## config.mk

```make
export PLATFORM = sky130hd
export DESIGN_NAME = can_ext_filter_txbuf
export DESIGN_NICKNAME = d
export VERILOG_FILES = /design/src/rtl/can_filter_pkg.sv /design/src/rtl/can_ext_filter_txbuf.sv
export VERILOG_INCLUDE_DIRS = /design/src /design/src/rtl
export SDC_FILE = /design/constraint.sdc
export NUM_CORES = 1
export LEC_CHECK = 0
export ABC_CLOCK_PERIOD_IN_PS = 9400
export BUFFER_PORTS_ARGS = -buffer_cell sky130_fd_sc_hd__buf_2
export CAP_MARGIN = 20
export CELL_PAD_IN_SITES_DETAIL_PLACEMENT = 1
export CELL_PAD_IN_SITES_GLOBAL_PLACEMENT = 2
export CORE_AREA = 2 2 139 276
export CTS_CLUSTER_DIAMETER = 60
export DETAILED_ROUTE_END_ITERATION = 10
export DIE_AREA = 0 0 141 278
export PLACE_DENSITY = 0.95
export SYNTH_ARGS = -nofsm -noshare
export SYNTH_HDL_FRONTEND = slang
export SYNTH_SLANG_ARGS = --single-unit
```

## constraint.sdc

```tcl
create_clock -name clk -period 9.4 [get_ports clk]
set_input_delay 1.88 -clock clk [delete_from_list [all_inputs] [get_ports clk]]
set_output_delay 1.88 -clock clk [all_outputs]
set_load 0.005 [all_outputs]
```

## src/rtl/can_filter_consts.svh

```systemverilog
// register offsets, field positions, reset values and limits
`ifndef CAN_FILTER_CONSTS_SVH
`define CAN_FILTER_CONSTS_SVH

// -----------------------------------------------------------------
// register byte offsets
// -----------------------------------------------------------------
`define OFS_CORE_VERSION 8'h00
`define OFS_CONTROL 8'h18
`define OFS_INT_FLAG 8'h50
`define OFS_INT_ENABLE 8'h54
`define OFS_EXT_FILTER_CFG 8'h84
`define OFS_EXT_ID_MASK 8'h88
`define OFS_PRIO_STATUS 8'h8c
`define OFS_TX_BUFFER_CONFIG 8'hc0

// -----------------------------------------------------------------
// field positions
// -----------------------------------------------------------------
`define CTRL_INIT_BIT 0
`define CTRL_CCE_BIT 1
`define INT_HPM_BIT 8
`define TXBC_MODE_BIT 30
`define TXBC_SHARED_HI 29
`define TXBC_SHARED_LO 24
`define TXBC_DED_HI 21
`define TXBC_DED_LO 16
`define ADDR_HI 15
`define ADDR_LO 2
`define EFC_SIZE_HI 22
`define EFC_SIZE_LO 16
`define EFE_CFG_HI 31
`define EFE_CFG_LO 29
`define EFE_TYPE_HI 31
`define EFE_TYPE_LO 30
`define EFE_ID_HI 28
`define ROUTE_KIND_HI 10
`define ROUTE_KIND_LO 9
`define ROUTE_IDX_HI 5

// -----------------------------------------------------------------
// reset values and limits
// -----------------------------------------------------------------
`define TXBC_RESET 32'h0000_0000
`define CTRL_RESET 2'h1
`define XID_MASK_RESET 29'h1fff_ffff
`define TX_COUNT_MAX 6'h20
`define EXT_FILTER_MAX 7'h40

`endif

```

## src/rtl/can_filter_pkg.sv

```systemverilog
// types shared by the extended filter and tx buffer configuration block
package can_filter_pkg;

  // filter walk states
  typedef enum logic [1:0] {S_IDLE, S_F0, S_F1} filt_state_t;

  // where an accepted frame goes
  typedef enum logic [1:0] {DEST_NONE, DEST_FIFO0, DEST_FIFO1, DEST_RXBUF} dest_t;

  // outcome of one filter walk
  typedef struct packed {
    logic accept;
    dest_t dest;
    logic matched;
    logic [5:0] index;
    logic [5:0] rxbuf_idx;
    logic [1:0] debug_kind;
    logic prio;
  } filt_result_t;

  // effective tx buffer layout in message ram (word addresses)
  typedef struct packed {
    logic queue_mode;
    logic [5:0] shared_cnt;
    logic [5:0] dedicated_cnt;
    logic [13:0] dedicated_start;
    logic [13:0] shared_start;
  } tx_layout_t;

endpackage : can_filter_pkg

```

## src/rtl/can_ext_filter_txbuf.sv

```systemverilog
// extended id acceptance filter walk and tx buffer section configuration
`timescale 1ns/1ps
`include "can_filter_consts.svh"
// Functional notes
// - second id bits 10:9 pick buffer or debug
// - second id bits 5:0 give rx buffer index
// - up to 64 extended filter elements
// - element address is list start plus twice index
// - two words: config, first id; type, second id
// - walk in order, stop at first match
// - priority codes set flag, irq, status
// - codes: off, fifo0, fifo1, reject, priority variants
// - code 7 routes to buffer, type ignored
// - buffer routing needs exact masked id match
// - type 0 is range first to second id
// - read-only bcd version register
// - status follows writes after a delay
// - tx config writable only with cce and init
// - dedicated tx buffers precede shared ones
// - bit 30 selects fifo or queue
// - shared count above 32 is used as 32 in the layout, the register reads back raw
// - dedicated count above 32 is used as 32 in the layout, the register reads back raw
module can_ext_filter_txbuf
  import can_filter_pkg::*;
#(
  parameter int ELEM_WORDS = 4,
  parameter logic [3:0] REL_DIGIT = 4'h1, // arbitrary value
  parameter logic [3:0] STEP_DIGIT = 4'h0, // arbitrary value
  parameter logic [3:0] MINOR_DIGIT = 4'h0, // arbitrary value
  parameter logic [3:0] YEAR_DIGIT = 4'h0, // arbitrary value
  parameter logic [7:0] MONTH_BCD = 8'h01, // arbitrary value
  parameter logic [7:0] DAY_BCD = 8'h01 // arbitrary value
)(
  // clock and reset
  input wire logic clk,
  input wire logic srst,
  // register port
  input wire logic [7:0] reg_addr,
  input wire logic [31:0] reg_wdata,
  input wire logic reg_wr,
  input wire logic reg_rd,
  output logic [31:0] reg_rdata_ff,
  // frame to filter
  input wire logic filt_start,
  input wire logic [28:0] rx_ext_id,
  // message ram read port, data sampled at the edge that ends the strobe cycle
  output logic ram_rd_ff,
  output logic [13:0] ram_addr_ff,
  input wire logic [31:0] ram_rdata,
  // filter outcome
  output logic filt_busy_ff,
  output logic filt_done_ff,
  output filt_result_t filt_result_ff,
  // interrupt and tx layout
  output logic hpm_irq_ff,
  output tx_layout_t tx_layout_ff
);

  // -----------------------------------------------------------------
  // register file
  // -----------------------------------------------------------------
  localparam logic [31:0] CORE_VERSION = {REL_DIGIT, STEP_DIGIT, MINOR_DIGIT,
                                          YEAR_DIGIT, MONTH_BCD, DAY_BCD};

  logic [1:0] ctrl_ff, nxt_ctrl;
  logic hpm_flag_ff, nxt_hpm_flag;
  logic hpm_en_ff, nxt_hpm_en;
  logic [13:0] list_start_ff, nxt_list_start;
  logic [6:0] list_size_ff, nxt_list_size;
  logic [28:0] xid_mask_ff, nxt_xid_mask;
  logic [9:0] prio_status_ff, nxt_prio_status;
  logic [31:0] txbc_ff, nxt_txbc;
  logic [31:0] nxt_rdata;
  logic nxt_irq;
  tx_layout_t nxt_layout;
  logic cfg_unlocked;
  logic hpm_event;
  logic [5:0] shared_eff;
  logic [5:0] ded_eff;
  logic [15:0] ded_span;

  assign cfg_unlocked = ctrl_ff[`CTRL_CCE_BIT] && ctrl_ff[`CTRL_INIT_BIT];

  // writes, reads and the sticky priority flag
  always_comb
  begin
    nxt_ctrl = ctrl_ff;
    nxt_hpm_en = hpm_en_ff;
    nxt_list_start = list_start_ff;
    nxt_list_size = list_size_ff;
    nxt_xid_mask = xid_mask_ff;
    nxt_txbc = txbc_ff;
    nxt_hpm_flag = hpm_flag_ff;
    nxt_rdata = 32'h0000_0000;
    if (reg_wr)
    begin
      if (reg_addr == `OFS_CONTROL)
        nxt_ctrl = reg_wdata[1:0];
      else if (reg_addr == `OFS_INT_FLAG && reg_wdata[`INT_HPM_BIT])
        nxt_hpm_flag = 1'b0; // write one to clear
      else if (reg_addr == `OFS_INT_ENABLE)
        nxt_hpm_en = reg_wdata[`INT_HPM_BIT];
      else if (reg_addr == `OFS_EXT_FILTER_CFG)
      begin
        nxt_list_start = reg_wdata[`ADDR_HI:`ADDR_LO];
        // larger sizes than the element limit are cut back
        nxt_list_size = (reg_wdata[`EFC_SIZE_HI:`EFC_SIZE_LO] > `EXT_FILTER_MAX) ?
                        `EXT_FILTER_MAX : reg_wdata[`EFC_SIZE_HI:`EFC_SIZE_LO];
      end
      else if (reg_addr == `OFS_EXT_ID_MASK)
        nxt_xid_mask = reg_wdata[`EFE_ID_HI:0];
      else if (reg_addr == `OFS_TX_BUFFER_CONFIG && cfg_unlocked)
        nxt_txbc = {1'b0, reg_wdata[`TXBC_MODE_BIT], reg_wdata[29:24], 2'b00,
                    reg_wdata[21:16], reg_wdata[`ADDR_HI:`ADDR_LO], 2'b00};
    end
    // a match in the clearing cycle wins over the clear
    if (hpm_event)
      nxt_hpm_flag = 1'b1;
    if (reg_rd)
    begin
      if (reg_addr == `OFS_CORE_VERSION)
        nxt_rdata = CORE_VERSION;
      else if (reg_addr == `OFS_CONTROL)
        nxt_rdata = {30'h0, ctrl_ff};
      else if (reg_addr == `OFS_INT_FLAG)
        nxt_rdata = {23'h0, hpm_flag_ff, 8'h00};
      else if (reg_addr == `OFS_INT_ENABLE)
        nxt_rdata = {23'h0, hpm_en_ff, 8'h00};
      else if (reg_addr == `OFS_EXT_FILTER_CFG)
        nxt_rdata = {9'h0, list_size_ff, list_start_ff, 2'b00};
      else if (reg_addr == `OFS_EXT_ID_MASK)
        nxt_rdata = {3'h0, xid_mask_ff};
      else if (reg_addr == `OFS_PRIO_STATUS)
        nxt_rdata = {22'h0, prio_status_ff};
      else if (reg_addr == `OFS_TX_BUFFER_CONFIG)
        nxt_rdata = txbc_ff;
    end
  end

  // effective tx layout, one cycle behind the register
  always_comb
  begin
    shared_eff = (txbc_ff[`TXBC_SHARED_HI:`TXBC_SHARED_LO] > `TX_COUNT_MAX) ?
                 `TX_COUNT_MAX : txbc_ff[`TXBC_SHARED_HI:`TXBC_SHARED_LO];
    ded_eff = (txbc_ff[`TXBC_DED_HI:`TXBC_DED_LO] > `TX_COUNT_MAX) ?
              `TX_COUNT_MAX : txbc_ff[`TXBC_DED_HI:`TXBC_DED_LO];
    ded_span = 16'(ded_eff * ELEM_WORDS);
    nxt_layout.queue_mode = txbc_ff[`TXBC_MODE_BIT];
    nxt_layout.shared_cnt = shared_eff;
    nxt_layout.dedicated_cnt = ded_eff;
    nxt_layout.dedicated_start = txbc_ff[`ADDR_HI:`ADDR_LO];
    // no check on the sum, overlap is the programmer's problem
    nxt_layout.shared_start = txbc_ff[`ADDR_HI:`ADDR_LO] + ded_span[13:0];
    nxt_irq = hpm_flag_ff && hpm_en_ff;
  end

  // register state; status views lag a write by a cycle
  always_ff @(posedge clk)
  begin
    if (srst)
    begin
      ctrl_ff <= `CTRL_RESET;
      hpm_flag_ff <= 1'b0;
      hpm_en_ff <= 1'b0;
      list_start_ff <= 14'h0000;
      list_size_ff <= 7'h00;
      xid_mask_ff <= `XID_MASK_RESET;
      txbc_ff <= `TXBC_RESET;
      reg_rdata_ff <= 32'h0000_0000;
      tx_layout_ff <= '0;
      hpm_irq_ff <= 1'b0;
    end
    else
    begin
      ctrl_ff <= nxt_ctrl;
      hpm_flag_ff <= nxt_hpm_flag;
      hpm_en_ff <= nxt_hpm_en;
      list_start_ff <= nxt_list_start;
      list_size_ff <= nxt_list_size;
      xid_mask_ff <= nxt_xid_mask;
      txbc_ff <= nxt_txbc;
      reg_rdata_ff <= nxt_rdata;
      tx_layout_ff <= nxt_layout;
      hpm_irq_ff <= nxt_irq;
    end
  end

  // -----------------------------------------------------------------
  // filter walk
  // -----------------------------------------------------------------
  filt_state_t state_ff, nxt_state;
  logic [5:0] idx_ff, nxt_idx;
  logic [28:0] id_ff, nxt_id;
  logic [31:0] f0_ff, nxt_f0;
  logic nxt_ram_rd;
  logic [13:0] nxt_ram_addr;
  logic nxt_busy;
  logic nxt_done;
  filt_result_t nxt_result;
  logic [2:0] efe_cfg;
  logic [1:0] efe_type;
  logic [28:0] id1;
  logic [28:0] id2;
  logic hit;
  logic last;

  assign efe_cfg = f0_ff[`EFE_CFG_HI:`EFE_CFG_LO];
  assign efe_type = ram_rdata[`EFE_TYPE_HI:`EFE_TYPE_LO];
  assign id1 = f0_ff[`EFE_ID_HI:0];
  assign id2 = ram_rdata[`EFE_ID_HI:0];
  assign last = ({1'b0, idx_ff} == list_size_ff - 7'h01);
  assign hpm_event = (state_ff == S_F1) && hit && efe_cfg[2] && (efe_cfg != 3'h7);

  // element match: code 7 ignores the type and wants an exact masked id
  always_comb
  begin
    hit = 1'b0;
    if (efe_cfg == 3'h7)
      hit = (id_ff == id1);
    else if (efe_cfg != 3'h0)
    begin
      case (efe_type)
        2'h0: hit = (id_ff >= id1) && (id_ff <= id2);
        2'h1: hit = (id_ff == id1) || (id_ff == id2);
        2'h2: hit = ((id_ff & id2) == (id1 & id2));
        default: hit = (id_ff >= id1) && (id_ff <= id2);
      endcase
    end
  end

  // walk state machine
  always_comb
  begin
    nxt_state = state_ff;
    nxt_idx = idx_ff;
    nxt_id = id_ff;
    nxt_f0 = f0_ff;
    nxt_ram_rd = 1'b0;
    nxt_ram_addr = ram_addr_ff;
    nxt_busy = filt_busy_ff;
    nxt_done = 1'b0;
    nxt_result = filt_result_ff;
    nxt_prio_status = prio_status_ff;
    case (state_ff)
      S_IDLE:
      begin
        if (filt_start)
        begin
          nxt_result = '0;
          nxt_id = rx_ext_id & xid_mask_ff;
          nxt_idx = 6'h00;
          if (list_size_ff == 7'h00)
            nxt_done = 1'b1;
          else
          begin
            nxt_ram_rd = 1'b1;
            nxt_ram_addr = list_start_ff;
            nxt_busy = 1'b1;
            nxt_state = S_F0;
          end
        end
      end
      S_F0:
      begin
        nxt_f0 = ram_rdata;
        nxt_ram_rd = 1'b1;
        nxt_ram_addr = ram_addr_ff + 14'h0001;
        nxt_state = S_F1;
      end
      S_F1:
      begin
        if (hit)
        begin
          nxt_result.matched = 1'b1;
          nxt_result.index = idx_ff;
          case (efe_cfg)
            3'h1: nxt_result.dest = DEST_FIFO0;
            3'h2: nxt_result.dest = DEST_FIFO1;
            3'h5: nxt_result.dest = DEST_FIFO0;
            3'h6: nxt_result.dest = DEST_FIFO1;
            3'h7: nxt_result.dest = DEST_RXBUF;
            default: nxt_result.dest = DEST_NONE;
          endcase
          nxt_result.accept = (efe_cfg != 3'h3) && (efe_cfg != 3'h4);
          nxt_result.rxbuf_idx = id2[`ROUTE_IDX_HI:0];
          nxt_result.debug_kind = id2[`ROUTE_KIND_HI:`ROUTE_KIND_LO];
          nxt_result.prio = hpm_event;
          if (hpm_event)
            nxt_prio_status = {1'b1, 1'b0, idx_ff, efe_cfg[1:0]};
        end
        if (hit || last)
        begin
          nxt_done = 1'b1;
          nxt_busy = 1'b0;
          nxt_state = S_IDLE;
        end
        else
        begin
          nxt_idx = idx_ff + 6'h01;
          nxt_ram_rd = 1'b1;
          nxt_ram_addr = list_start_ff + {7'h00, idx_ff + 6'h01, 1'b0};
          nxt_state = S_F0;
        end
      end
      default: nxt_state = S_IDLE;
    endcase
  end

  // walk registers
  always_ff @(posedge clk)
  begin
    if (srst)
    begin
      state_ff <= S_IDLE;
      idx_ff <= 6'h00;
      id_ff <= 29'h0000_0000;
      f0_ff <= 32'h0000_0000;
      ram_rd_ff <= 1'b0;
      ram_addr_ff <= 14'h0000;
      filt_busy_ff <= 1'b0;
      filt_done_ff <= 1'b0;
      filt_result_ff <= '0;
      prio_status_ff <= 10'h000;
    end
    else
    begin
      state_ff <= nxt_state;
      idx_ff <= nxt_idx;
      id_ff <= nxt_id;
      f0_ff <= nxt_f0;
      ram_rd_ff <= nxt_ram_rd;
      ram_addr_ff <= nxt_ram_addr;
      filt_busy_ff <= nxt_busy;
      filt_done_ff <= nxt_done;
      filt_result_ff <= nxt_result;
      prio_status_ff <= nxt_prio_status;
    end
  end
endmodule : can_ext_filter_txbuf

```

==> impl_results.md, run 1 <==
* Outcome: finished clean
* Final nets at 1,979
* Antenna viol nets, final at 0
* Syn_area_per_cell at 8.55 um2
* Clock sinks at 266
* Die height at 278 um
* Post-synth EDFFs at 0
* Vias at 12,700
* WP data arrival at 5.22 ns
* Initial antenna violation count at 9
* Post-DP HPWL at 39,100 um
* Final routed DRC violation total at 0
* Worst-margin pin slew at 1.02 ns
* Final setup viols at 0
* Core Box Area at 37,200 um2
* Post-Synthesis Net Count at 1,805
* First-pass GRT wire length at 77,500 um
* Rel. slew slack at 31.8%
* Post_cts resized at 0
* Syn Std Cell Area at 13,600 um2
* P&R area growth vs syn at 17.6%
* Required time of the critical path at 9.79 ns
* Tcrit/Tclk final at 51.4%
* Cts hold-fix bufs at 0
* Pin count of the biggest net entering global routing at 73
* Buffers added on ports at 213
* Die width at 141 um
* Nature of the critical path endpoint: flip-flop
* H-tree depth at 1
* Share of cells above drive strength 1 at 17.1%
* Placed cell count at 2,192
* Post-Route WL at 51,100 um
* Register area share after synthesis at 39.2%
* Starting Density at 36.6%
* Shortest period the worst path allows at 4.83 ns
* Post-synth cell types at 75
* CTS root buffer: clkbuf_16
* Hold Crit Class: flip-flop to flip-flop
* Final Max Tran Viols at 0
* Mapped Cells at 1,588
* Ys async rst share at 0%
* Fmax at 207 MHz
* Top cell type's share of synthesized area at 39.2%
* DRT iter0 DRCs at 702
* Number of global-route vias before repair at 13,600
* LEAKAGE at 6.53 nW
* Placer Congestion at 0.915
* Final TNS setup at 0 ns
* CP Launch Type: input pin
* Io pins at 216
* Final hold vios at 0
* Remaining global-route overflow at 0
* FP Rows at 100
* Clk_skew at 0.0231 ns
* Non-Filler Instances at 2,250
* Peak supply drop at 119 uV
* Synth top area cells: dfxtp_1, ha_1, nand2_1
* RSZ-0062 raised after global routing: no
* Reg2reg path depth at 10
* WL/cell at 22.7 um
* Postcts setup bufs at 0
* Yosys top cell by area: dfxtp_1
* Yosys Warn Count at 0
* Clock buffers created by TritonCTS at 26
* Drt via density at 5.67
* Tot GR Track Use at 25.5%
* Crit path kind: input pin to flip-flop
* Initial DRT Pass Iterations at 7
* Maxcap violations at 0
* Pwr Density at 155 nW/um2
* CTS clk-pin slew, worst paths at 0.06 ns
* Max Root-Sink Buffers at 3
* Critical path peak fanout at 19
* Die area at 39,200 um2
* Post-synth top flop: dfxtp_1
* CTS tree: done
* Flop and latch count out of synthesis at 266
* Hold path depth at 2
* Clk_lat worst skew at 0.57 ns
cells by family after synthesis:
group | share of synthesized area [%]
DFF | 39.2
adders and majority gates | 10.3
xor gates and xnor gates | 2.32
buffers and inverters | 5.57
and+or+nand+nor | 20.2
AOI/OAI and AO/OA | 16.9
other | 0.0276
muxes | 5.44
registers in the layout, summed over array words and instances (netlist names):
signal and count:
state_ff 2, hpm_en_ff 1, f0_ff 32, filt_done_ff 1, filt_result_ff 19, hpm_irq_ff 1, ram_rd_ff 1, txbc_ff 27
ctrl_ff 2, ram_addr_ff 14, filt_busy_ff 1, tx_layout_ff 39, idx_ff 6, reg_rdata_ff 31, list_size_ff 7, id_ff 29
prio_status_ff 9, list_start_ff 14, hpm_flag_ff 1, xid_mask_ff 29
stage by stage:
| step | setup WS [ns] | cell area (um2) | util (%) | hold WS, ns | total power (W) |
|---|---|---|---|---|---|
| after floorplan | 4.76 | 13600 | - | 0.431 | 0.00127 |
| after global placement | 3.99 | 15000 | 40.4 | 0.443 | 0.00135 |
| after detailed placement | 3.87 | 15000 | 40.4 | 0.451 | 0.00135 |
| after CTS | 4.43 | 15900 | 42.9 | 0.462 | 0.00249 |
| after global routing | 4.45 | 16000 | 43.0 | 0.485 | 0.00255 |
| final | 4.57 | 16000 | 43.0 | 0.463 | 0.00247 |
cells in the mapped netlist, drive strengths merged, types with 10 or more instances:
master	number
o21ai	38
o32ai	19
clkbuf	61
nand2	207
inv	112
nor2	103
a211oi	16
nand4	22
buf	20
o211ai	12
and2	15
xor2	11
nand3	76
ha	109
nor2b	30
a222oi	12
and3	25
nor3	33
o22ai	10
a21oi	144
mux2i	66
xnor2	25
dfxtp	266
where the power goes:
group	internal, W	switching (W)
Combinational	0.0000648	0.000120
Sequential	0.00113	0.0000112
Clock	0.000663	0.000479
Total	0.00186	0.000610
final timing paths:
path                                                 startpoint                              end  slack [ns]
worst max-delay path                               ram_rdata[7]   filt_result_ff[8]$_SDFFE_PP0P_        4.57
worst min-delay path            filt_result_ff[18]$_SDFFE_PP0P_  filt_result_ff[18]$_SDFFE_PP0P_        0.46
worst max register to register            f0_ff[1]$_SDFFE_PP0P_   filt_result_ff[8]$_SDFFE_PP0P_        5.32
worst min register to register  filt_result_ff[18]$_SDFFE_PP0P_  filt_result_ff[18]$_SDFFE_PP0P_        0.46
per-layer routing:
metal | global-route usage [%] | part of all wire, % | vias to the layer above
met4 | 16.4 | 6.9 | 0
li1 | - | - | 5919
met5 | 0 | 0 | -
met2 | 49.0 | 55 | 352
met3 | 2.32 | 3.4 | 139
met1 | 25.7 | 35 | 6339
final cells by class:
type / instances / area [um2]
Timing Repair Buffer: 227 / 1170
Fill cell: 4452 / 21200
Tap cell: 459 / 574
Antenna cell: 9 / 22.5
Multi-Input combinational cell: 1128 / 7530
Clock buffer: 37 / 742
Clock inverter: 11 / 178
Sequential cell: 266 / 5330
Inverter: 113 / 424
worst max-delay path, cell delays in order:
cell	delay, ns
buf_2	0.13
ha_1	0.20
a21boi_0	0.12
or4_1	0.63
or4_1	0.59
nor4_4	0.30
o211ai_4	0.20
a32o_1	0.33
a31oi_4	0.60
o32ai_1	0.23
placed cells by master, fill, tap and decap left out, types with 10 or more instances in the layout:
cell type	n
nand2_1	207
dfxtp_1	266
nor2b_1	30
o211ai_1	11
o32ai_2	10
nand4_1	22
buf_4	13
and2_1	14
a21oi_1	144
a211oi_1	15
nor2_1	100
xnor2_1	25
ha_1	108
a222oi_1	12
inv_1	112
mux2i_1	66
nand3_1	76
nor3_1	32
xor2_1	11
o22ai_1	10
buf_2	213
o21ai_0	35
and3_1	25
clkbuf_16	26
No activity file was read; power rests on OpenSTA's default activity.
==> run 2, diff against run 1 <==
- ABC_AREA: not set -> 1
- ABC_CLOCK_PERIOD_IN_PS: 9400 -> 4600
- CORE_AREA: 2 2 139 276 -> 2 2 150 298
- DIE_AREA: 0 0 141 278 -> 0 0 152 300
- PLACE_DENSITY: 0.95 -> 0.9
- clock period: 9.4 -> 4.6 ns (I/O delays scaled with it)
==> run 2 against run 1 <==
Critical path depth is 8 higher; critical path type is now flip-flop to flip-flop; final area up 1.1%; total power grew to 3.3 times the previous value; register-to-register slack lost 3.9 ns; setup slack worse by 3.1 ns; highest routed layer unchanged; global-route usage is 3.0 points lower; largest power group unchanged.
==> impl_results.md, run 2 <==
* Post-Synthesis Net Count at 2,131 (was 1,805)
* Drt via density at 5.10 (was 5.67)
* CTS clk-pin slew, worst paths at 0.08 ns (was 0.06 ns)
* Commonest cells post-synth: nand2_1, dfxtp_1, inv_1, a21oi_1, nor2_1 (was dfxtp_1, nand2_1, a21oi_1, inv_1, ha_1)
* Io pins at 216 (unchanged)
* Final routed DRC violation total at 0 (unchanged)
* Hold Crit Class: flip-flop to flip-flop (unchanged)
* Commonest non-fill, non-tap cell in the layout: nand2_1 (was dfxtp_1)
* Placer Congestion at 0.924 (was 0.915)
* FP Rows at 108 (was 100)
* Die height at 300 um (was 278 um)
* Cts hold-fix bufs at 0 (unchanged)
* Reg2reg path depth at 18 (was 10)
* Mapped Cells at 1,914 (was 1,588)
* Max Root-Sink Buffers at 3 (unchanged)
* Critical path peak fanout at 20 (was 19)
* CTS tree: done (unchanged)
* Hold path depth at 2 (unchanged)
* Ys async rst share at 0% (unchanged)
* Clock sinks at 266 (unchanged)
* DRT iter0 DRCs at 559 (was 702)
* Count leader, synth: nand2_1 (was dfxtp_1)
* Yosys Warn Count at 0 (unchanged)
* RR Startpoint: f0_ff[28]$_SDFFE_PP0P_ (was f0_ff[1]$_SDFFE_PP0P_)
* Vias at 13,600 (was 12,700)
* Die area at 45,600 um2 (was 39,200 um2)
* WP data arrival at 3.56 ns (was 5.22 ns)
* Psw at 0.00327 W (was 0.000610 W)
* FILL cells at 5,459 (was 4,452)
* Final Max Tran Viols at 0 (unchanged)
* Post-synthesis compound-gate area fraction at 16.1% (was 16.9%)
* Starting Density at 31.5% (was 36.6%)
* Hold Path Origin: filt_busy_ff$_SDFFE_PP0P_ (was filt_result_ff[18]$_SDFFE_PP0P_)
* Post-synth top flop: dfxtp_1 (unchanged)
* Post_cts resized at 0 (unchanged)
* Core Box Area at 43,400 um2 (was 37,200 um2)
* First-pass GRT wire length at 79,900 um (was 77,500 um)
* Fmax at 317 MHz
* Shortest period the worst path allows at 3.16 ns
* P_int at 0.00492 W (was 0.00186 W)
* Die width at 152 um (was 141 um)
* Total power at 0.00818 W (was 0.00247 W)
* Mux cell area share after synthesis at 0% (was 5.44%)
* Final nets at 2,302 (was 1,979)
* Hold Path End: filt_busy_ff$_SDFFE_PP0P_ (was filt_result_ff[18]$_SDFFE_PP0P_)
* Seq. cell area at 5330 um2 (unchanged)
* Initial antenna violation count at 7 (was 9)
* Top cell type's share of synthesized area at 39.0% (was 39.2%)
* Biggest regs: tx_layout_ff: 39 flops, f0_ff: 32 flops, reg_rdata_ff: 31 flops (unchanged)
* Nature of the critical path endpoint: flip-flop (unchanged)
* Share of cells above drive strength 1 at 14.3% (was 17.1%)
* Maxcap violations at 0 (unchanged)
* Worst-margin pin slew at 0.901 ns (was 1.02 ns)
* Clock buffers created by TritonCTS at 26 (unchanged)
* Largest family of logic cells by synthesized area: simple AND/OR/NAND/NOR gates (unchanged)
* LEAKAGE at 7.59 nW (was 6.53 nW)
* Rel. slew slack at 39.9% (was 31.8%)
* Worst reg2reg endpoint: filt_result_ff[15]$_SDFFE_PP0P_ (was filt_result_ff[8]$_SDFFE_PP0P_)
* Post-Synth Adder-Cell Area at 10.3% (about the same)
* Post-DP HPWL at 41,300 um (was 39,100 um)
* CTS root buffer: clkbuf_16 (unchanged)
* Synth top area cells: dfxtp_1, nand2_1, ha_1 (was dfxtp_1, ha_1, nand2_1)
* R2R Setup Slk at 1.44 ns (was 5.32 ns)
* Post-Synth XOR/XNOR Area at 1.03% (was 2.32%)
* Syn_area_per_cell at 7.14 um2 (was 8.55 um2)
* Commonest cells after routing, fill and taps aside: nand2_1, dfxtp_1, inv_1 (was dfxtp_1, buf_2, nand2_1)
* RSZ-0062 raised after global routing: no (unchanged)
* H-tree depth at 1 (unchanged)
* Yosys top cell by area: dfxtp_1 (unchanged)
* Antenna viol nets, final at 0 (unchanged)
* Clk_lat worst skew at 0.58 ns (was 0.57 ns)
* Post-synth EDFFs at 0 (unchanged)
* Simple-gate portion of the synthesized area at 24.4% (was 20.2%)
* Comb power frac at 35.1% (was 7.5%)
* Required time of the critical path at 5.00 ns (was 9.79 ns)
* CP Launch Type: flip-flop (was input pin)
* Post-Route WL at 53,300 um (was 51,100 um)
* Tot GR Track Use at 22.4% (was 25.5%)
* Flop and latch count out of synthesis at 266 (unchanged)
* Pwr Density at 507 nW/um2 (was 155 nW/um2)
* Final TNS setup at 0 ns (unchanged)
* Multi-input gate area at 7100 um2 (was 7530 um2)
* Sw Share at 39.9% (was 24.7%)
* P&R area growth vs syn at 18.1% (was 17.6%)
* Clk_skew at 0.0358 ns (was 0.0231 ns)
* WL/cell at 20.0 um (was 22.7 um)
* Crit path kind: flip-flop to flip-flop (was input pin to flip-flop)
* Final setup viols at 0 (unchanged)
* Buffers added on ports at 213 (unchanged)
* Register area share after synthesis at 39.0% (was 39.2%)
* Pin count of the biggest net entering global routing at 75 (was 73)
* Clock power share at 29.0% (was 46.2%)
* Postcts setup bufs at 0 (unchanged)
* Flop pwr share at 35.9% (was 46.4%)
* Syn Std Cell Area at 13,700 um2 (was 13,600 um2)
* Post-synth cell types at 48 (was 75)
* Biggest register: tx_layout_ff (unchanged)
* Number of global-route vias before repair at 14,200 (was 13,600)
* Final hold vios at 0 (unchanged)
* Peak supply drop at 329 uV (was 119 uV)
* Remaining global-route overflow at 0 (unchanged)
* Outcome: finished clean (unchanged)
* Initial DRT Pass Iterations at 5 (was 7)
* Largest register FFs at 39 (unchanged)
* Tcrit/Tclk final at 68.7%
## run 2: layer usage
layer / up-vias / track usage (%) / part of all wire (%)
li1: 6596 / - / -
met1: 6552 / 21.6 / 35
met2: 303 / 45.3 / 56
met3: 129 / 2.02 / 2.6
met4: 0 / 13.2 / 6.0
met5: - / 0 / 0
## run 2: cell type report
type / count / share of cell area (%)
antenna: 8 / 0.124
timing repair buffer: 225 / 7.30
clock buffer: 33 / 4.38
tap: 550 / 4.26
sequential: 266 / 33.0
inverter: 239 / 5.57
multi-input combinational: 1327 / 44.0
clock inverter: 14 / 1.39
## run 2: worst max path at each step
stage,startpoint,end,slack (ns),cells past startpoint
finish,f0_ff[28]$_SDFFE_PP0P_,filt_result_ff[15]$_SDFFE_PP0P_,1.44,18
global route,f0_ff[28]$_SDFFE_PP0P_,filt_result_ff[18]$_SDFFE_PP0P_,1.16,18
CTS,id_ff[18]$_SDFFE_PP0P_,filt_result_ff[15]$_SDFFE_PP0P_,1.40,17
detailed placement,ram_rdata[3],filt_result_ff[15]$_SDFFE_PP0P_,1.01,20
global placement,ram_rdata[4],filt_result_ff[15]$_SDFFE_PP0P_,1.0,20
floorplan,ram_rdata[10],idx_ff[4]$_SDFFE_PP0P_,1.97,20
## run 2: power by group through the flow
stage / clock, W / combinational, W / sequential [W]
floorplan: 0 / 0.00201 / 0.00284
global placement: 0 / 0.00276 / 0.00297
detailed placement: 0 / 0.00289 / 0.00300
CTS: 0.00241 / 0.00291 / 0.00295
global route: 0.00250 / 0.00324 / 0.00298
finish: 0.00237 / 0.00287 / 0.00294
## run 2: kinds of logic after synthesis
family / after synthesis
AND/OR/NAND/NOR: 783
AO/OA/AOI/OAI: 416
buffers and inverters: 321
flip-flops: 266
adder cells (fa/ha/maj): 111
XOR/XNOR: 16
other: 1
## run 2: worst max-delay path, stage by stage, from the launching register on
cell and delay, ns:
dfxtp_1 0.37, inv_1 0.06, ha_1 0.30, nand2_1 0.11, nor2_2 0.06, nand2_2 0.15
nor2_2 0.07, nand2_1 0.16, nand2_1 0.07, nor2_1 0.28, nand3_1 0.12, nand2_1 0.11
nand2_1 0.07, nand2_2 0.12, nand3_1 0.10, nand2_1 0.54, inv_2 0.10, nand2_1 0.09
a21oi_1 0.06
## run 2: per-stage QoR
step	instances	worst slack, ns	utilization (%)	hold slack (ns)	instance area (um2)
6_report	2662	1.44	37.2	0.462	16100
3_3_place_gp	2606	0.998	34.9	0.439	15200
5_1_grt	2662	1.16	37.2	0.472	16100
3_5_place_dp	2607	1.01	35.0	0.449	15200
4_1_cts	2654	1.40	37.2	0.459	16100
2_1_floorplan	1914	1.97	-	0.423	13700
